## src/pkg/ceflg_defines.svh

```systemverilog
`ifndef CEFLG_DEFINES_SVH
`define CEFLG_DEFINES_SVH

// Register byte offsets on the APB slave.
`define CEFLG_OFS_IN_PATH 12'h000
`define CEFLG_OFS_OUTA_PATH 12'h004
`define CEFLG_OFS_OUTB_PATH 12'h008
`define CEFLG_OFS_ASRC_PATH 12'h00C
`define CEFLG_OFS_FX_PATH 12'h010
`define CEFLG_OFS_MIX_PATH 12'h014
`define CEFLG_OFS_PIN_FN 12'h018
`define CEFLG_OFS_BUDGET 12'h01C
`define CEFLG_OFS_RAW 12'h020
`define CEFLG_OFS_INT_STS 12'h024
`define CEFLG_OFS_INT_CLR 12'h028
`define CEFLG_OFS_INT_EN 12'h02C
`define CEFLG_OFS_SUB_STS 12'h030

// Pin function codes.
`define CEFLG_FN_SYS_UNDER 8'h0A
`define CEFLG_FN_ASYNC_UNDER 8'h0B
`define CEFLG_FN_ADC_OVF 8'h17
`define CEFLG_FN_ADC_CIC 8'h18
`define CEFLG_FN_ADC_FIFO 8'h19
`define CEFLG_FN_MIX_DROP 8'h27
`define CEFLG_FN_UNDER 8'h2D
`define CEFLG_FN_OVER 8'h2E

// Bit positions of the flag vector and of the interrupt registers.
`define CEFLG_BIT_SYS_UNDER 0
`define CEFLG_BIT_ASYNC_UNDER 1
`define CEFLG_BIT_ADC_OVF 2
`define CEFLG_BIT_ADC_CIC 3
`define CEFLG_BIT_ADC_FIFO 4
`define CEFLG_BIT_MIX_DROP 5
`define CEFLG_BIT_UNDER 6
`define CEFLG_BIT_OVER 7

// Reset values.
`define CEFLG_RST_BUDGET 32'h0040_0040
`define CEFLG_RST_PIN_FN 16'h0000
`define CEFLG_RST_INT_EN 8'h00

// Processing cycles that one active path costs, and the device ceiling.
`define CEFLG_SYS_COST 16'h0004
`define CEFLG_ASYNC_COST 16'h0008
`define CEFLG_DEV_MAX 16'h0080

`endif

```

## src/pkg/ceflg_pkg.sv

```systemverilog
package ceflg_pkg;

    typedef logic [7:0] ceflg_fn_t;
    typedef logic [7:0] ceflg_flags_t;
    typedef logic [35:0] ceflg_sys_vec_t;
    typedef logic [3:0] ceflg_async_vec_t;

endpackage

```

## src/rtl/ceflg_top.sv

```systemverilog
// How it works
// - Code 0Bh drives the secondary-clock underclock flag.
// - Code 17h drives the ADC overflow flag.
// - Code 18h drives the decimation filter error flag.
// - Code 19h drives the input FIFO error flag.
// - Code 27h drives the mixer dropped-sample flag.
// - Code 2Dh drives the aggregate underclocked flag.
// - Input path active flags are readable.
// - Output path active flags span two registers.
// - Rate converter path active flags are readable.
// - Effects path active field is readable.
// - Mixer path active fields feed the aggregate.
// - Sync converters and serial ports also feed it.
// - Code 2Eh drives the overclocked flag.
// - Code 0Ah drives the core-clock underclock flag.
// - Both edges of each flag latch interrupts.
// - Refuse enables lacking cycles; keep running paths.
`timescale 1ns/1ps
`default_nettype none
`include "ceflg_defines.svh"

module ceflg_top
    import ceflg_pkg::*;
#(
    parameter int NPINS = 2
)
(
    input wire logic pclk,
    input wire logic presetn,
    input wire logic psel,
    input wire logic penable,
    input wire logic pwrite,
    input wire logic [11:0] paddr,
    input wire logic [31:0] pwdata,
    output logic [31:0] prdata,
    output logic pready,
    output logic pslverr,
    input wire logic adc_overflow,
    input wire logic adc_cic_error,
    input wire logic adc_fifo_error,
    input wire logic mixer_drop,
    input wire logic sync_rate_converter_underclock,
    input wire logic serial_audio_port_underclock,
    output logic [NPINS-1:0] pin_out,
    output logic irq
);

    // The pin selection register holds two 8-bit codes, so at most two pins.
    if (NPINS < 1 || NPINS > 2)
    begin : g_bad_npins
        $error("ceflg_top: NPINS must lie between 1 and 2");
    end

    // Number of set bits in a path vector.
    function automatic logic [5:0] ceflg_count(input ceflg_sys_vec_t v);
        logic [5:0] n;
        n = 6'h00;
        for (int i = 0; i < 36; i++)
        begin
            n = n + {5'h00, v[i]};
        end
        return n;
    endfunction

    // Lowest set bit of a path vector, as a one-hot value.
    function automatic ceflg_sys_vec_t ceflg_lowest(input ceflg_sys_vec_t v);
        return v & (~v + 36'h0_0000_0001);
    endfunction

    // Cycles needed by n paths of a given cost.
    function automatic logic [21:0] ceflg_load(input logic [5:0] n, input logic [15:0] cost);
        return 22'(n * cost);
    endfunction

    // Pin function multiplexer; an unknown code leaves the pin low.
    function automatic logic ceflg_pick(input ceflg_fn_t code, input ceflg_flags_t f);
        logic r;
        r = 1'b0;
        case (code)
            `CEFLG_FN_SYS_UNDER: r = f[`CEFLG_BIT_SYS_UNDER];
            `CEFLG_FN_ASYNC_UNDER: r = f[`CEFLG_BIT_ASYNC_UNDER];
            `CEFLG_FN_ADC_OVF: r = f[`CEFLG_BIT_ADC_OVF];
            `CEFLG_FN_ADC_CIC: r = f[`CEFLG_BIT_ADC_CIC];
            `CEFLG_FN_ADC_FIFO: r = f[`CEFLG_BIT_ADC_FIFO];
            `CEFLG_FN_MIX_DROP: r = f[`CEFLG_BIT_MIX_DROP];
            `CEFLG_FN_UNDER: r = f[`CEFLG_BIT_UNDER];
            `CEFLG_FN_OVER: r = f[`CEFLG_BIT_OVER];
            default: r = 1'b0;
        endcase
        return r;
    endfunction

    // Software requested enables and the paths actually running.
    // Core-clock vector: in[7:0], outa[15:8], outb[23:16], fx[27:24], mix[35:28].
    ceflg_sys_vec_t sys_req_q;
    ceflg_sys_vec_t sys_act_q;
    ceflg_async_vec_t async_req_q;
    ceflg_async_vec_t async_act_q;
    logic [15:0] sys_budget_q;
    logic [15:0] async_budget_q;
    logic [15:0] pin_fn_q;
    ceflg_flags_t flags_q;
    ceflg_flags_t flags_prev_q;
    ceflg_flags_t int_sts_q;
    ceflg_flags_t int_en_q;
    logic [6:0] sub_q;
    logic [31:0] prdata_q;
    logic pready_q;
    logic pslverr_q;
    logic [NPINS-1:0] pin_q;
    logic irq_q;

    logic access;
    logic wr;
    logic mapped;
    ceflg_sys_vec_t sys_pend;
    ceflg_sys_vec_t sys_pick;
    ceflg_sys_vec_t async_pend;
    ceflg_sys_vec_t async_pick;
    ceflg_sys_vec_t async_act_w;
    ceflg_sys_vec_t async_req_w;
    logic sys_fit;
    logic async_fit;
    logic [6:0] sub_d;
    logic sys_under;
    logic async_under;
    logic over;
    ceflg_flags_t flags_d;
    ceflg_flags_t int_set;
    ceflg_flags_t int_clr;
    logic [31:0] rd_d;

    assign access = psel & penable & ~pready_q;
    assign wr = psel & penable & pready_q & pwrite & mapped;

    always_comb
    begin
        unique case (paddr)
            `CEFLG_OFS_IN_PATH, `CEFLG_OFS_OUTA_PATH, `CEFLG_OFS_OUTB_PATH,
            `CEFLG_OFS_ASRC_PATH, `CEFLG_OFS_FX_PATH, `CEFLG_OFS_MIX_PATH,
            `CEFLG_OFS_PIN_FN, `CEFLG_OFS_BUDGET, `CEFLG_OFS_RAW,
            `CEFLG_OFS_INT_STS, `CEFLG_OFS_INT_CLR, `CEFLG_OFS_INT_EN,
            `CEFLG_OFS_SUB_STS: mapped = 1'b1;
            default: mapped = 1'b0;
        endcase
    end

    // Admission: at most one pending path per domain is started each cycle, and
    // only if the total load with it still fits the clock budget. A refused path
    // stays pending, so it is retried once software raises the budget.
    assign sys_pend = sys_req_q & ~sys_act_q;
    assign sys_pick = ceflg_lowest(sys_pend);
    assign sys_fit = ceflg_load(ceflg_count(sys_act_q) + 6'h01, `CEFLG_SYS_COST)
                     <= {6'h00, sys_budget_q};
    assign async_act_w = {32'h0000_0000, async_act_q};
    assign async_req_w = {32'h0000_0000, async_req_q};
    assign async_pend = async_req_w & ~async_act_w;
    assign async_pick = ceflg_lowest(async_pend);
    assign async_fit = ceflg_load(ceflg_count(async_act_w) + 6'h01, `CEFLG_ASYNC_COST)
                       <= {6'h00, async_budget_q};

    always_ff @(posedge pclk or negedge presetn)
    begin
        if (!presetn)
        begin
            sys_req_q <= '0;
            async_req_q <= '0;
        end
        else if (wr)
        begin
            unique case (paddr)
                `CEFLG_OFS_IN_PATH: sys_req_q[7:0] <= pwdata[7:0];
                `CEFLG_OFS_OUTA_PATH: sys_req_q[15:8] <= pwdata[7:0];
                `CEFLG_OFS_OUTB_PATH: sys_req_q[23:16] <= pwdata[7:0];
                `CEFLG_OFS_FX_PATH: sys_req_q[27:24] <= pwdata[3:0];
                `CEFLG_OFS_MIX_PATH: sys_req_q[35:28] <= pwdata[7:0];
                `CEFLG_OFS_ASRC_PATH: async_req_q <= pwdata[3:0];
                default:
                begin
                end
            endcase
        end
    end

    // Disabling is immediate; an enable never stops a path already running.
    always_ff @(posedge pclk or negedge presetn)
    begin
        if (!presetn)
        begin
            sys_act_q <= '0;
            async_act_q <= '0;
        end
        else
        begin
            sys_act_q <= (sys_act_q & sys_req_q) | (sys_fit ? sys_pick : '0);
            async_act_q <= (async_act_q & async_req_q) | (async_fit ? async_pick[3:0] : 4'h0);
        end
    end

    always_ff @(posedge pclk or negedge presetn)
    begin
        if (!presetn)
        begin
            sys_budget_q <= 16'(`CEFLG_RST_BUDGET);
            async_budget_q <= 16'(`CEFLG_RST_BUDGET >> 16);
            pin_fn_q <= `CEFLG_RST_PIN_FN;
            int_en_q <= `CEFLG_RST_INT_EN;
        end
        else if (wr)
        begin
            if (paddr == `CEFLG_OFS_BUDGET)
            begin
                sys_budget_q <= pwdata[15:0];
                async_budget_q <= pwdata[31:16];
            end
            if (paddr == `CEFLG_OFS_PIN_FN)
            begin
                pin_fn_q <= pwdata[15:0];
            end
            if (paddr == `CEFLG_OFS_INT_EN)
            begin
                int_en_q <= pwdata[7:0];
            end
        end
    end

    // Subsystem underclock sources: a selected path left waiting for cycles, or one of the two external underclock inputs.
    always_comb
    begin
        sub_d[0] = |(sys_req_q[7:0] & ~sys_act_q[7:0]);
        sub_d[1] = |(sys_req_q[23:8] & ~sys_act_q[23:8]);
        sub_d[2] = |(async_req_q & ~async_act_q);
        sub_d[3] = |(sys_req_q[27:24] & ~sys_act_q[27:24]);
        sub_d[4] = |(sys_req_q[35:28] & ~sys_act_q[35:28]);
        sub_d[5] = sync_rate_converter_underclock;
        sub_d[6] = serial_audio_port_underclock;
        sys_under = sub_d[0] | sub_d[1] | sub_d[3] | sub_d[4] | sub_d[5] | sub_d[6];
        async_under = sub_d[2];
        // The ceiling applies to what is asked for, not to what was admitted.
        over = (ceflg_load(ceflg_count(sys_req_q), `CEFLG_SYS_COST)
                > {6'h00, `CEFLG_DEV_MAX})
               || (ceflg_load(ceflg_count(async_req_w), `CEFLG_ASYNC_COST)
                > {6'h00, `CEFLG_DEV_MAX});
    end

    always_ff @(posedge pclk or negedge presetn)
    begin
        if (!presetn)
        begin
            sub_q <= '0;
        end
        else
        begin
            sub_q <= sub_d;
        end
    end

    // Flags are registered so that pins and interrupts see the same clean value,
    // two cycles after an ADC or mixer input changes.
    always_comb
    begin
        flags_d = '0;
        flags_d[`CEFLG_BIT_SYS_UNDER] = sub_q[0] | sub_q[1] | sub_q[3] | sub_q[4]
                                        | sub_q[5] | sub_q[6];
        flags_d[`CEFLG_BIT_ASYNC_UNDER] = sub_q[2];
        flags_d[`CEFLG_BIT_ADC_OVF] = adc_overflow;
        flags_d[`CEFLG_BIT_ADC_CIC] = adc_cic_error;
        flags_d[`CEFLG_BIT_ADC_FIFO] = adc_fifo_error;
        flags_d[`CEFLG_BIT_MIX_DROP] = mixer_drop;
        flags_d[`CEFLG_BIT_UNDER] = |sub_q;
        flags_d[`CEFLG_BIT_OVER] = over;
    end

    always_ff @(posedge pclk or negedge presetn)
    begin
        if (!presetn)
        begin
            flags_q <= '0;
            flags_prev_q <= '0;
        end
        else
        begin
            flags_q <= flags_d;
            flags_prev_q <= flags_q;
        end
    end

    // Either edge latches the bit; a new edge wins over a clear in the same cycle.
    assign int_set = flags_q ^ flags_prev_q;
    assign int_clr = (wr && paddr == `CEFLG_OFS_INT_CLR) ? pwdata[7:0] : 8'h00;

    always_ff @(posedge pclk or negedge presetn)
    begin
        if (!presetn)
        begin
            int_sts_q <= '0;
        end
        else
        begin
            int_sts_q <= (int_sts_q & ~int_clr) | int_set;
        end
    end

    always_ff @(posedge pclk or negedge presetn)
    begin
        if (!presetn)
        begin
            irq_q <= 1'b0;
        end
        else
        begin
            irq_q <= |(((int_sts_q & ~int_clr) | int_set) & int_en_q);
        end
    end

    always_ff @(posedge pclk or negedge presetn)
    begin
        if (!presetn)
        begin
            pin_q <= '0;
        end
        else
        begin
            for (int p = 0; p < NPINS; p++)
            begin
                pin_q[p] <= ceflg_pick(pin_fn_q[p*8 +: 8], flags_q);
            end
        end
    end

    always_comb
    begin
        rd_d = 32'h0000_0000;
        unique case (paddr)
            `CEFLG_OFS_IN_PATH: rd_d[7:0] = sys_act_q[7:0];
            `CEFLG_OFS_OUTA_PATH: rd_d[7:0] = sys_act_q[15:8];
            `CEFLG_OFS_OUTB_PATH: rd_d[7:0] = sys_act_q[23:16];
            `CEFLG_OFS_ASRC_PATH: rd_d[3:0] = async_act_q;
            `CEFLG_OFS_FX_PATH: rd_d[3:0] = sys_act_q[27:24];
            `CEFLG_OFS_MIX_PATH: rd_d[7:0] = sys_act_q[35:28];
            `CEFLG_OFS_PIN_FN: rd_d[15:0] = pin_fn_q;
            `CEFLG_OFS_BUDGET: rd_d = {async_budget_q, sys_budget_q};
            `CEFLG_OFS_RAW: rd_d[7:0] = flags_q;
            `CEFLG_OFS_INT_STS: rd_d[7:0] = int_sts_q;
            `CEFLG_OFS_INT_EN: rd_d[7:0] = int_en_q;
            `CEFLG_OFS_SUB_STS: rd_d[6:0] = sub_q;
            default: rd_d = 32'h0000_0000;
        endcase
    end

    // One wait state keeps pready and prdata straight from flip-flops.
    always_ff @(posedge pclk or negedge presetn)
    begin
        if (!presetn)
        begin
            pready_q <= 1'b0;
            pslverr_q <= 1'b0;
            prdata_q <= 32'h0000_0000;
        end
        else
        begin
            pready_q <= access;
            pslverr_q <= access & ~mapped;
            prdata_q <= (access && !pwrite) ? rd_d : 32'h0000_0000;
        end
    end

    assign prdata = prdata_q;
    assign pready = pready_q;
    assign pslverr = pslverr_q;
    assign pin_out = pin_q;
    assign irq = irq_q;

endmodule

`default_nettype wire

```

## config.mk

```make
export PLATFORM = sky130hd
export DESIGN_NAME = ceflg_top
export DESIGN_NICKNAME = d
export VERILOG_FILES = /design/src/pkg/ceflg_pkg.sv /design/src/rtl/ceflg_top.sv
export VERILOG_INCLUDE_DIRS = /design/src /design/src/pkg
export SDC_FILE = /design/constraint.sdc
export NUM_CORES = 1
export LEC_CHECK = 0
export ABC_AREA = 1
export BUFFER_PORTS_ARGS = -buffer_cell sky130_fd_sc_hd__buf_2
export CAP_MARGIN = 20
export CELL_PAD_IN_SITES_DETAIL_PLACEMENT = 0
export CELL_PAD_IN_SITES_GLOBAL_PLACEMENT = 1
export CORE_AREA = 2 2 134 188
export CTS_BUF_LIST = sky130_fd_sc_hd__clkbuf_2
export DETAILED_ROUTE_END_ITERATION = 16
export DIE_AREA = 0 0 136 190
export PLACE_DENSITY = 0.84
export SYNTH_ARGS = -nofsm -noshare
export SYNTH_HDL_FRONTEND = slang
export SYNTH_SLANG_ARGS = --single-unit
```

## constraint.sdc

```tcl
create_clock -name pclk -period 7.5 [get_ports pclk]
set_input_delay 1.5 -clock pclk [delete_from_list [all_inputs] [get_ports pclk]]
set_output_delay 1.5 -clock pclk [all_outputs]
set_load 0.01 [all_outputs]
```

Word level (Yosys, flattened, before mapping)

Memories as Yosys holds them, arrays and structs flattened.
Cells that the tools add are included.

Register bits after elaboration: 204
Bits in read-only memories: 64
Input bits: 55
Memories: 1

Add/subtract/negate cells: 80
Order comparisons: 4
Equality and inequality tests: 28
Muxes and demuxes: 12
Bitwise logic cells: 40
Reduce and logical (&&, ||, !) cells: 22

Memories:

| name             | depth | width | rd ports | clocked after memory_dff | write ports | line             | text |
|---|---|---|---|---|---|---|---|
| (name not given) | 64    | 1     | 1        | 0                        | 0           | ceflg_top.sv:138 | `unique case (paddr)` |

Operators with widths:

| operator                                             | count |
|---|---|
| adder 6 x 1 -> 6 bit                                 | 60 |
| AND 36 bit                                           | 3 |
| inverter 36 bit                                      | 2 |
| equality test 12 x 6 -> 1 bit, second input constant | 5 |
| equality test 12 x 5 -> 1 bit, second input constant | 4 |
| equality test 8 x 5 -> 1 bit, second input constant  | 6 |
| equality test 8 x 6 -> 1 bit, second input constant  | 6 |
| one-hot mux 4 bit (12 select lines)                  | 1 |
| adder 36 x 1 -> 36 bit, second input constant        | 1 |
| 2-to-1 mux 36 bit                                    | 1 |
| bitwise OR 36 bit                                    | 1 |
| AND 8 bit                                            | 4 |
| equality test 8 x 4 -> 1 bit, second input constant  | 4 |
| less-or-equal comparator 8 x 16 -> 1 bit             | 2 |
| 2-to-1 mux 32 bit                                    | 1 |
| one-hot mux 3 bit (10 select lines)                  | 1 |
| equality test 12 x 4 -> 1 bit, second input constant | 2 |
| inverter 8 bit                                       | 3 |
| OR reduction 8 bit                                   | 3 |
| AND 4 bit                                            | 5 |
| AND reduction 2 bit                                  | 9 |
| adder 3 x 1 -> 4 bit                                 | 4 |
| AND 16 bit                                           | 1 |
| 2-to-1 mux 16 bit                                    | 1 |
| other kinds (32)                                     | 56 |

Depth between registers and ports, before layout

Gate-level depths: netlist (run 1).

Word-level depth: 39
Gate-level depth with buffers: 27

Worst setup path before layout (run 1)

OpenSTA, ideal clock, no wires.

Path kind: register to register
From: register sys_act_q[4]
To: register sys_act_q[10]
Library setup time: 136 ps
Arrival: 5,681 ps
Required time: 7,364 ps
Slack: 1,683 ps
Cell stages (with the launch flop): 21
Path buffers: 1
Clock period less this slack: 5,817 ps
Cells stage by stage: dfrtp_1 -> fa_1 -> inv_1 -> fa_1 -> fa_1 -> fa_1 -> fa_1 -> fa_1 -> fa_1 -> fa_1 -> o21ai_0 -> xnor2_1 -> ha_1 -> nand4_1 -> inv_1 -> o21ai_0 -> nand3_1 -> nand3_1 -> inv_1 -> clkbuf_1 -> o21ai_0

Cells in the longest elaborated chain, start to end: 36
Elaborated cells on any way between the ends: 41

Ends and longest elaborated chain:

| element                                  | line             | text |
|---|---|---|
| start, declared                          | ceflg_top.sv:96  | `ceflg_sys_vec_t sys_act_q;` |
| start signal, assigned                   | ceflg_top.sv:195 | `sys_act_q <= (sys_act_q & sys_req_q) \| (sys_fit ? sys_pick : '0);` |
| adder 4 x 1 -> 5 bit                     | ceflg_top.sv:60  | `n = n + {5'h00, v[i]};` |
| adder 5 x 1 -> 6 bit                     | ceflg_top.sv:60  |  |
| adder 6 x 1 -> 6 bit (30 in a row)       | ceflg_top.sv:60  |  |
| adder 6 x 1 -> 6 bit                     | ceflg_top.sv:153 | `` assign sys_fit = ceflg_load(ceflg_count(sys_act_q) + 6'h01, `CEFLG_SYS_COST) `` |
| less-or-equal comparator 8 x 16 -> 1 bit | ceflg_top.sv:153 |  |
| 2-to-1 mux 36 bit (*)                    | ceflg_top.sv:195 |  |
| bitwise OR 36 bit (*)                    | ceflg_top.sv:195 |  |

Mark *: on every way between the ends. The rest lies on a longest branch, timed or not.
A chain may end at the register's enable or synchronous reset.

Final worst setup path (run 1)

From: register sys_act_q[30]
To: register sys_act_q[10]

Cells in the longest elaborated chain, start to end: 10

Ends and longest elaborated chain:

| element                                  | line |
|---|---|
| adder 6 x 1 -> 6 bit (6 in a row)        | ceflg_top.sv:60 |
| adder 6 x 1 -> 6 bit                     | ceflg_top.sv:153 |
| less-or-equal comparator 8 x 16 -> 1 bit | ceflg_top.sv:153 |
| 2-to-1 mux 36 bit                        | ceflg_top.sv:195 |
| bitwise OR 36 bit                        | ceflg_top.sv:195 |

No other way between the ends.

==> qor.csv, run 1 <==
metric,value,unit
outcome,"finished, final reports clean",
CTS tree,yes,
maxcap violations,0,
DRC violations left,0,
WHS Path Cells,0,
actual slew at the worst max-slew pin,0.7995,ns
crit share post-route,0.8795,
Root Buffer,clkbuf_2,
Port Buffers,91,
"Reg clk slew, reported paths",0.10,ns
main flop type after synthesis,dfrtp_1,
fin. max-slew vios,0,
fmax,151.6,MHz
layout cell share with drive strength beyond 1,0.1433,
Final Util,0.5247,
Max VDD drop,0.1197,mV
DP Area,12220,um2
vias in the first global route,9757,
"commonest non-fill, non-tap cell in the layout",nand2_1,
Post-Route WL,35900,um
GP Congestion,0.9889,
P_leak,6.588,nW
most frequent cells in the layout,"335 x nand2_1, 221 x inv_1, 202 x dfrtp_1",
area grow syn2layout,11.45,%
height of the chip,190,um
Crit-path slowest cell,inv_1,
Non-Filler Instances,1837,
clk_lat worst skew,0.89,ns
total CTS buffers,52,
HP Class,flip-flop to flip-flop,
Core Box Area,24330,um2
wire per inst,19.54,um
syn_area_per_cell,8.486,um2
HP Start,flags_q[0],
hold buffers post-CTS,0,
Final Hold Vio Count,0,
Syn. warnings,0,
clk buf depth,3,
largest net degree at the start of global routing,125,
gr usage total,0.2845,
Clock Sinks,204,
global-route wire length before repair,54620,um
IO Count,92,
Fin Setup TNS,0,ns
biggest fanout along the worst timing path,11,
total number of vias,9742,
critical path cell sequence,"fa_1, inv_1, fa_1, fa_1, inv_1, fa_1, inv_1, fa_1, fa_1, fa_1, fa_1, o21ai_0, xnor2_1, ha_1, nand4_1, inv_1, o21ai_0, nand3_1, nand3_1, inv_1, o21ai_0",
R2R setup slack,0.90,ns
post-CTS sizing,0,
leading area contributor after synthesis,dfrtp_1,
post-detail-place hpwl,27490,um
Mapped Cells,1350,
DRT iter0 DRCs,706,
unique cell type count in the Yosys netlist,49,
slew margin rel.,0.4664,
R2R Path Start,sys_act_q[30],
post-CTS setup buffer count,0,
Setup CP Type,flip-flop to flip-flop,
P per Cell Area,154.2,nW/um2
setup violators final,0,
Final nets,1619,
Worst Path Required,8.21,ns
Post-synth EDFFs,0,
Inst Count DP,1739,
Core Rows,68,
CP endpoint kind,flip-flop,
Pre-antenna DRT Iters,8,
r2r endpoint,sys_act_q[10],
Final ANT Viol Nets,0,
top cell type's share of synthesized area,0.4412,
Via density,5.303,
initial antenna violation count,1,
post-synthesis sequential area ratio,0.4458,
"FFs w/ async S/R, synth",1.000,
Final Instance Area,12770,um2
htree depth,2,
synthesized cell area,11460,um2
grt ovf,0,
syn_nets,1489,
Synth Register Bits,204,
Layout Skew,0.06547,ns
die area,25840,um2
RSZ-0062 raised after global routing,no,
Initial Util,0.4708,
max incr delay on CP,0.54,ns
crit path DAT,7.31,ns
Synth area leaders,"dfrtp_1 44%, nand2_1 11%, fa_1 10%, inv_1 7.2%, o21ai_0 4.2%",
hold endpoint,flags_prev_q[0],
R2R cell count,21,
"Top cell by count, worst path",fa_1,
Critical Path Source Type,flip-flop,
Tmin final,6.596,ns
Die W,136,um
==> flip-flops by register name, summed over array words and instances (netlist names) <==
signal,cells
pready,1
sys_act_q,36
sys_budget_q,16
async_act_q,4
pslverr,1
sub_q,7
flags_q,8
pin_out,2
irq,1
async_req_q,4
flags_prev_q,8
pin_fn_q,16
int_sts_q,8
prdata,32
async_budget_q,16
sys_req_q,36
int_en_q,8
==> cell usage after synthesis (11+ instances only) <==
cell and number:
o21ai_0 97, nand4_1 33, nor3_1 33, nand3_1 51, inv_1 221, xnor2_1 11
clkbuf_1 11, fa_1 57, nor4_1 12, dfrtp_1 202, ha_1 27, o21ai_1 15
a21oi_1 22, nor2_1 116, nand2_1 335, o22ai_1 18
==> layout make-up <==
type	count	area (um2)
inverter	225	845.8
fill	2362	11570
multi-input combinational	901	5390
timing repair buffer	96	541.8
clock inverter	15	85.08
tap	315	394.1
antenna	1	2.502
sequential	204	5107
clock buffer	80	400.4
==> worst max-delay path, delay by kind of cell, from the launching register on <==
kind | cells | cell delay [ns]
simple gates | 3 | 0.60
xor+xnor | 1 | 0.10
compound gates | 3 | 0.46
fa+ha+maj | 9 | 4.01
flops | 1 | 0.45
buf+inv | 5 | 0.78
==> per-layer routing <==
metal  vias to the layer above  track usage  wire, um
met2                       339       0.5008     18210
met1                      4664       0.3154     13190
met5                         -            0         0
met4                         0       0.1775      2574
li1                       4624            -         -
met3                       115      0.04903      1925
==> how the worst max path moves through the flow <==
| stage | depth (start not counted) | from | slack (ns) | end |
|---|---|---|---|---|
| 4_1_cts | 21 | sys_act_q[30] | 0.91 | sys_act_q[10] |
| 5_1_grt | 21 | sys_act_q[30] | 0.64 | sys_act_q[10] |
| 2_1_floorplan | 20 | sys_act_q[4] | 1.68 | sys_act_q[10] |
| 6_report | 21 | sys_act_q[30] | 0.90 | sys_act_q[10] |
| 3_5_place_dp | 21 | sys_act_q[30] | 0.99 | sys_act_q[10] |
| 3_3_place_gp | 21 | sys_act_q[28] | 1.10 | sys_act_q[31] |
==> per-stage QoR <==
step,power [mW],hold WS [ns],worst slack [ns]
2_1_floorplan,1.146,0.3672,1.683
3_3_place_gp,1.202,0.3965,1.100
3_5_place_dp,1.203,0.4090,0.9890
4_1_cts,1.986,0.4480,0.9066
5_1_grt,2.059,0.4603,0.6445
6_report,1.969,0.4494,0.9036
==> power by group <==
group	switching [mW]	internal, mW	total (mW)
Sequential	0.00454	1.10	1.11
Combinational	0.0560	0.0200	0.0760
Clock	0.468	0.316	0.785
==> cell families after synthesis <==
kind of cell             share of synthesized area
buffers and inverters                      0.08366
multiplexers                              0.009174
AND/OR/NAND/NOR                             0.2252
XOR/XNOR                                  0.009174
AO/OA/AOI/OAI                              0.09786
adder cells (fa/ha/maj)                     0.1291
flip-flops                                  0.4458
Note: power is estimated with default switching activity, not from simulation.
==> run 2: changes to the inputs <==
--- a/config.mk
+++ b/config.mk
@@ -6,15 +6,15 @@
 export SDC_FILE = /design/constraint.sdc
 export NUM_CORES = 1
 export LEC_CHECK = 0
-export ABC_AREA = 1
+export ABC_AREA = 0
 export BUFFER_PORTS_ARGS = -buffer_cell sky130_fd_sc_hd__buf_2
 export CAP_MARGIN = 20
 export CELL_PAD_IN_SITES_DETAIL_PLACEMENT = 0
 export CELL_PAD_IN_SITES_GLOBAL_PLACEMENT = 1
-export CORE_AREA = 2 2 134 188
+export CORE_AREA = 2 2 129 182
 export CTS_BUF_LIST = sky130_fd_sc_hd__clkbuf_2
 export DETAILED_ROUTE_END_ITERATION = 16
-export DIE_AREA = 0 0 136 190
+export DIE_AREA = 0 0 131 184
 export PLACE_DENSITY = 0.84
 export SYNTH_ARGS = -nofsm -noshare
 export SYNTH_HDL_FRONTEND = slang
==> run 2 against run 1 <==
Worst setup slack got worse by 0.59 ns; sequential share of layout area increased by 1.4 points; fmax fell by 8.2%; combinational power up 15%; clock skew down 0.0087 ns; synthesized area fell by 3.1%.
==> qor.csv, run 2 <==
metric,value,unit,change
outcome,"finished, final reports clean",,unchanged
WHS Path Cells,1,,was 0
Port Buffers,91,,unchanged
synthesized cell area,11110,um2,was 11460 um2
fmax,139.1,MHz,was 151.6 MHz
HP Start,pin_fn_q[14],,was flags_q[0]
Max VDD drop,0.06886,mV,was 0.1197 mV
Die W,131,um,was 136 um
total number of vias,8260,,was 9742
Sequential Area,5107,um2,unchanged
Multi-input gate area,5419,um2,was 5390 um2
area grow syn2layout,11.06,%,was 11.45%
post-detail-place hpwl,23520,um,was 27490 um
clk_lat worst skew,0.82,ns,was 0.89 ns
P_leak,5.939,nW,was 6.588 nW
DRT iter0 DRCs,519,,was 706
leading area contributor after synthesis,dfrtp_1,,unchanged
Syn. warnings,0,,unchanged
Synth top cells by count,"202 x dfrtp_1, 124 x inv_1, 100 x mux2_2, 66 x nand2_1, 57 x fa_1",,"was 335 x nand2_1, 221 x inv_1, 202 x dfrtp_1, 116 x nor2_1, 97 x o21ai_0"
hold endpoint,pin_out[1],,was flags_prev_q[0]
wire per inst,21.25,um,was 19.54 um
slew margin rel.,0.3446,,was 0.4664
Seq pwr share,0.575,,was 0.563
# fillers,2011,,was 2362
R2R Path Start,sys_act_q[28],,was sys_act_q[30]
Overall Power,1.929,mW,was 1.969 mW
clk buf depth,3,,unchanged
R2R setup slack,0.31,ns,was 0.90 ns
IO Count,92,,unchanged
layout cell share with drive strength beyond 1,0.2556,,was 0.1433
Comb pwr share,0.045,,was 0.039
Fin Setup TNS,0,ns,unchanged
DP Area,11880,um2,was 12220 um2
Non-Filler Instances,1456,,was 1837
Layout Skew,0.05679,ns,was 0.06547 ns
Clock Sinks,204,,unchanged
syn_area_per_cell,11.11,um2,was 8.486 um2
HP Class,flip-flop to flip-flop,,unchanged
Post-Route WL,30950,um,was 35900 um
Internal,1.420,mW,was 1.440 mW
largest net degree at the start of global routing,100,,was 125
"count leader, synth",dfrtp_1,,was nand2_1
P per Cell Area,156.4,nW/um2,was 154.2 nW/um2
post-CTS setup buffer count,0,,unchanged
CP endpoint kind,flip-flop,,unchanged
Fin Hold WS,0.4659,ns,was 0.4494 ns
Synth Register Bits,204,,unchanged
post-CTS sizing,0,,unchanged
total CTS buffers,48,,was 52
Switch Pwr,0.5084,mW,was 0.5290 mW
gr usage total,0.2682,,was 0.2845
RSZ-0062 raised after global routing,no,,unchanged
actual slew at the worst max-slew pin,0.9795,ns,was 0.7995 ns
Pre-antenna DRT Iters,7,,was 8
R2R cell count,23,,was 21
clock power share,0.380,,was 0.399
main flop type after synthesis,dfrtp_1,,unchanged
post-synthesis sequential area ratio,0.4599,,was 0.4458
Post-synth EDFFs,0,,unchanged
Critical Path Source Type,flip-flop,,unchanged
Initial Util,0.4966,,was 0.4708
crit share post-route,0.9583,,was 0.8795
crit path DAT,7.90,ns,was 7.31 ns
setup violators final,0,,unchanged
Mapped Cells,1000,,was 1350
Worst Path Required,8.22,ns,was 8.21 ns
unique cell type count in the Yosys netlist,65,,was 49
Core Rows,65,,was 68
Final nets,1257,,was 1619
CTS tree,yes,,unchanged
r2r endpoint,sys_act_q[19],,was sys_act_q[10]
GP Congestion,0.9734,,was 0.9889
Core Box Area,22370,um2,was 24330 um2
hold buffers post-CTS,0,,unchanged
DRC violations left,0,,unchanged
htree depth,2,,unchanged
Final ANT Viol Nets,0,,unchanged
Inst Count DP,1368,,was 1739
maxcap violations,0,,unchanged
Setup CP Type,flip-flop to flip-flop,,unchanged
Tmin final,7.187,ns,was 6.596 ns
Final Hold Vio Count,0,,unchanged
grt ovf,0,,unchanged
syn_nets,1139,,was 1489
die area,24100,um2,was 25840 um2
Sw Share,0.2636,,was 0.2687
top cell type's share of synthesized area,0.4552,,was 0.4412
"commonest non-fill, non-tap cell in the layout",dfrtp_1,,was nand2_1
"Reg clk slew, reported paths",0.11,ns,was 0.10 ns
vias in the first global route,8536,,was 9757
initial antenna violation count,1,,unchanged
fin. max-slew vios,0,,unchanged
most frequent cells in the layout,"202 x dfrtp_1, 124 x inv_1, 100 x mux2_2",,"was 335 x nand2_1, 221 x inv_1, 202 x dfrtp_1"
global-route wire length before repair,48060,um,was 54620 um
biggest fanout along the worst timing path,14,,was 11
height of the chip,184,um,was 190 um
"FFs w/ async S/R, synth",1.000,,unchanged
Root Buffer,clkbuf_2,,unchanged
Via density,5.673,,was 5.303
Synth area leaders,"dfrtp_1 46%, fa_1 10%, mux2_2 10%, inv_1 4.2%, ha_1 3.0%",,"was dfrtp_1 44%, nand2_1 11%, fa_1 10%, inv_1 7.2%, o21ai_0 4.2%"
Final Instance Area,12330,um2,was 12770 um2
## run 2: worst max-delay path: stages (launching register included)
cell      delay [ns]
dfrtp_1         0.45
fa_1            0.54
inv_1           0.05
fa_1            0.48
fa_1            0.50
inv_1           0.05
fa_1            0.47
inv_1           0.05
fa_1            0.50
fa_1            0.43
fa_1            0.41
fa_1            0.41
inv_1           0.07
a21o_1          0.11
a21oi_1         0.07
xor2_1          0.15
ha_1            0.29
nand4_1         0.09
or4_1           0.48
o211ai_1        0.24
or2b_1          0.43
buf_4           0.26
or4_1           0.40
a21oi_1         0.16
## run 2: cells by family (layout without fill, tap and decap cells)
kind of cell / after synthesis / after routing / synth area share
mux: 115 / 115 / 0.1172
buf+inv: 154 / 308 / 0.05216
other cells: 0 / 1 / 0
simple gates: 255 / 255 / 0.1212
fa+ha+maj: 84 / 84 / 0.1332
flops: 204 / 204 / 0.4599
xor+xnor: 11 / 11 / 0.008675
compound gates: 177 / 177 / 0.1077
## run 2: how the worst max path moves through the flow
stage	startpoint	to	cells past startpoint
finish	sys_act_q[28]	sys_act_q[19]	23
global route	sys_act_q[28]	sys_act_q[19]	23
CTS	sys_act_q[28]	sys_act_q[19]	23
global placement	sys_act_q[28]	sys_act_q[19]	23
floorplan	sys_act_q[4]	sys_act_q[35]	20
detailed placement	sys_act_q[28]	sys_act_q[19]	23
## run 2: power by group through the flow
stage | Combinational [mW] | Sequential (mW) | Clock (mW)
2_1_floorplan | 0.0291 | 1.13 | 0
3_3_place_gp | 0.0884 | 1.13 | 0
3_5_place_dp | 0.0882 | 1.13 | 0
4_1_cts | 0.0881 | 1.11 | 0.755
5_1_grt | 0.0961 | 1.11 | 0.809
6_report | 0.0875 | 1.11 | 0.732
## run 2: layout make-up
class,instances,area share
Antenna cell,1,0.0002029
Clock buffer,74,0.03003
Clock inverter,12,0.006188
Inverter,124,0.03774
Multi-Input combinational cell,642,0.4393
Sequential cell,204,0.4141
Tap cell,301,0.03053
Timing Repair Buffer,98,0.04190
## run 2: per-stage QoR
| stage | utilization | worst slack [ns] |
|---|---|---|
| 2_1_floorplan | - | 0.9488 |
| 3_3_place_gp | 0.5311 | 0.4934 |
| 3_5_place_dp | 0.5311 | 0.4009 |
| 4_1_cts | 0.5510 | 0.3480 |
| 5_1_grt | 0.5515 | 0.05359 |
| 6_report | 0.5515 | 0.3129 |
## run 2: routing by layer
metal / wire length, um / share of wire / vias to the layer above / GRT usage
met5: 0 / 0 / - / 0
met4: 1926 / 0.062 / 0 / 0.1549
met3: 1631 / 0.053 / 108 / 0.03929
met2: 16080 / 0.52 / 324 / 0.4692
met1: 11310 / 0.37 / 4087 / 0.3080
li1: - / - / 3741 / -
==> run 3: changes to the inputs <==
--- a/config.mk
+++ b/config.mk
@@ -7,8 +7,7 @@
 export NUM_CORES = 1
 export LEC_CHECK = 0
 export ABC_AREA = 0
-export BUFFER_PORTS_ARGS = -buffer_cell sky130_fd_sc_hd__buf_2
-export CAP_MARGIN = 20
+export BUFFER_PORTS_ARGS = -buffer_cell sky130_fd_sc_hd__buf_4
 export CELL_PAD_IN_SITES_DETAIL_PLACEMENT = 0
 export CELL_PAD_IN_SITES_GLOBAL_PLACEMENT = 1
 export CORE_AREA = 2 2 129 182
==> constraint.sdc (replaced) <==
create_clock -name pclk -period 8.9 [get_ports pclk]
set_input_delay 1.78 -clock pclk [delete_from_list [all_inputs] [get_ports pclk]]
set_output_delay 1.78 -clock pclk [all_outputs]
set_load 0.01 [all_outputs]
==> run 3 against run 2 <==
Critical path depth shrank 1; global-route usage increased by 0.46 points; sequential share of layout area is 0.47 points lower; clock skew shrank 0.013 ns; sequential power shrank 16%; total power decreased by 18%.
==> qor.csv, run 3 (synthesis results as in run 2) <==
metric,value,unit,change
outcome,"finished, final reports clean",,unchanged
setup violators final,0,,unchanged
actual slew at the worst max-slew pin,1.099,ns,was 0.9795 ns
Core Rows,65,,unchanged
GP Congestion,0.9634,,was 0.9734
crit path DAT,8.02,ns,was 7.90 ns
Die W,131,um,unchanged
WHS Path Cells,1,,unchanged
Critical Path Source Type,flip-flop,,unchanged
Pre-antenna DRT Iters,5,,was 7
"Top cell by count, worst path",fa_1,,unchanged
Post-Route WL,31400,um,was 30950 um
Tmin final,7.295,ns,was 7.187 ns
global-route wire length before repair,48690,um,was 48060 um
Final Hold Vio Count,0,,unchanged
largest net degree at the start of global routing,82,,was 100
Non-Filler Instances,1445,,was 1456
Crit-path slowest cell,or2b_1,,was fa_1
hold buffers post-CTS,0,,unchanged
area grow syn2layout,12.33,%,was 11.06%
fin. max-slew vios,0,,unchanged
Port Buffers,91,,unchanged
die area,24100,um2,unchanged
clk_lat worst skew,0.83,ns,was 0.82 ns
grt ovf,0,,unchanged
wire per inst,21.73,um,was 21.25 um
"commonest non-fill, non-tap cell in the layout",dfrtp_1,,unchanged
height of the chip,184,um,unchanged
cell depth of the worst setup path,22,,was 23
crit share post-route,0.8197,,was 0.9583
IO Count,92,,unchanged
Initial Util,0.4966,,unchanged
post-CTS setup buffer count,0,,unchanged
P per Cell Area,126.7,nW/um2,was 156.4 nW/um2
# fillers,1983,,was 2011
Core Box Area,22370,um2,unchanged
Final nets,1254,,was 1257
most frequent cells in the layout,"202 x dfrtp_1, 124 x inv_1, 100 x mux2_2",,unchanged
Setup CP Type,flip-flop to flip-flop,,unchanged
Fin Setup TNS,0,ns,unchanged
"Reg clk slew, reported paths",0.11,ns,about the same
slew margin rel.,0.2615,,was 0.3446
Layout Skew,0.04413,ns,was 0.05679 ns
fmax,137.1,MHz,was 139.1 MHz
Max VDD drop,0.06415,mV,was 0.06886 mV
post-detail-place hpwl,23790,um,was 23520 um
CP endpoint kind,flip-flop,,unchanged
Root Buffer,clkbuf_2,,unchanged
R2R cell count,22,,was 23
Clock Sinks,204,,unchanged
DRT iter0 DRCs,663,,was 519
total number of vias,8262,,was 8260
Final ANT Viol Nets,0,,unchanged
htree depth,2,,unchanged
maxcap violations,0,,unchanged
biggest fanout along the worst timing path,22,,was 14
clk buf depth,3,,unchanged
gr usage total,0.2729,,was 0.2682
buffer and inverter count on the worst path,4,,was 5
DRC violations left,0,,unchanged
max incr delay on CP,0.57,ns,was 0.54 ns
Inst Count DP,1366,,was 1368
layout cell share with drive strength beyond 1,0.2493,,was 0.2556
Worst Path Required,9.63,ns,was 8.22 ns
CTS tree,yes,,unchanged
Via density,5.718,,was 5.673
post-CTS sizing,0,,unchanged
P_leak,5.925,nW,was 5.939 nW
vias in the first global route,8652,,was 8536
total CTS buffers,48,,unchanged
initial antenna violation count,1,,unchanged
critical path cell sequence,"fa_1, inv_1, fa_1, fa_1, inv_1, fa_1, inv_1, fa_1, fa_1, fa_1, fa_1, inv_1, a21o_1, a21oi_1, xor2_1, ha_1, nand4_1, or4_1, o211ai_1, or2b_1, or3_4, o41ai_2",,"was fa_1, inv_1, fa_1, fa_1, inv_1, fa_1, inv_1, fa_1, fa_1, fa_1, fa_1, inv_1, a21o_1, a21oi_1, xor2_1, ha_1, nand4_1, or4_1, o211ai_1, or2b_1, buf_4, or4_1, a21oi_1"
RSZ-0062 raised after global routing,no,,unchanged
family with the most delay on the worst path,adder cells,,unchanged
HP Class,flip-flop to flip-flop,,unchanged
Fin Hold WS,0.4607,ns,was 0.4659 ns
==> run 3: worst register-to-register path, delay by kind of cell (launching register included) <==
kind                       cells  cell delay [ns]
adders and majority gates      9             4.06
and+or+nand+nor                4             1.63
AOI/OAI and AO/OA              4             0.71
DFF                            1             0.44
buffers and inverters          4             0.23
xor gates and xnor gates       1             0.15
==> run 3: routing by layer <==
layer / GRT usage / wire length (um) / vias to the layer above
met5: 0 / 0 / -
met3: 0.04773 / 1765 / 103
met1: 0.3172 / 11570 / 4117
met2: 0.4715 / 16240 / 323
met4: 0.1498 / 1818 / 0
li1: - / - / 3719
==> run 3: area by class of cell <==
class                      instances  area, um2  area share
clock inverter                    12      53.80    0.004313
sequential                       204       5107      0.4094
multi-input combinational        642       5419      0.4344
antenna                            1      2.502   0.0002006
inverter                         124      465.4     0.03731
tap                              301      376.6     0.03019
clock buffer                      66      330.3     0.02648
timing repair buffer              95      719.4     0.05767
==> run 3: worst paths after layout <==
check / start / endpoint / slack [ns]
worst min-delay path: pin_fn_q[14] / pin_out[1] / 0.46
min in group asynchronous: presetn / async_budget_q[1] / 0.97
max in group asynchronous: presetn / sys_req_q[6] / 6.65
worst max register to register: sys_act_q[28] / sys_act_q[35] / 1.60
worst min register to register: pin_fn_q[14] / pin_out[1] / 0.46
worst max-delay path: sys_act_q[28] / sys_act_q[35] / 1.60
==> run 3: stage by stage <==
| stage | utilization | total power [mW] | cell area [um2] | worst slack [ns] |
|---|---|---|---|---|
| global placement | 0.5405 | 1.035 | 12090 | 1.726 |
| finish | 0.5578 | 1.581 | 12470 | 1.605 |
| global route | 0.5578 | 1.660 | 12470 | 1.309 |
| CTS | 0.5577 | 1.600 | 12470 | 1.603 |
| floorplan | - | 0.9757 | 11110 | 2.349 |
| detailed placement | 0.5405 | 1.034 | 12090 | 1.613 |
==> run 3: power breakdown <==
part	switching (mW)	internal (mW)	leakage, nW
Clock	0.366	0.198	0.301
Sequential	0.00492	0.930	2.77
Combinational	0.0559	0.0254	2.85
Total	0.427	1.15	5.92
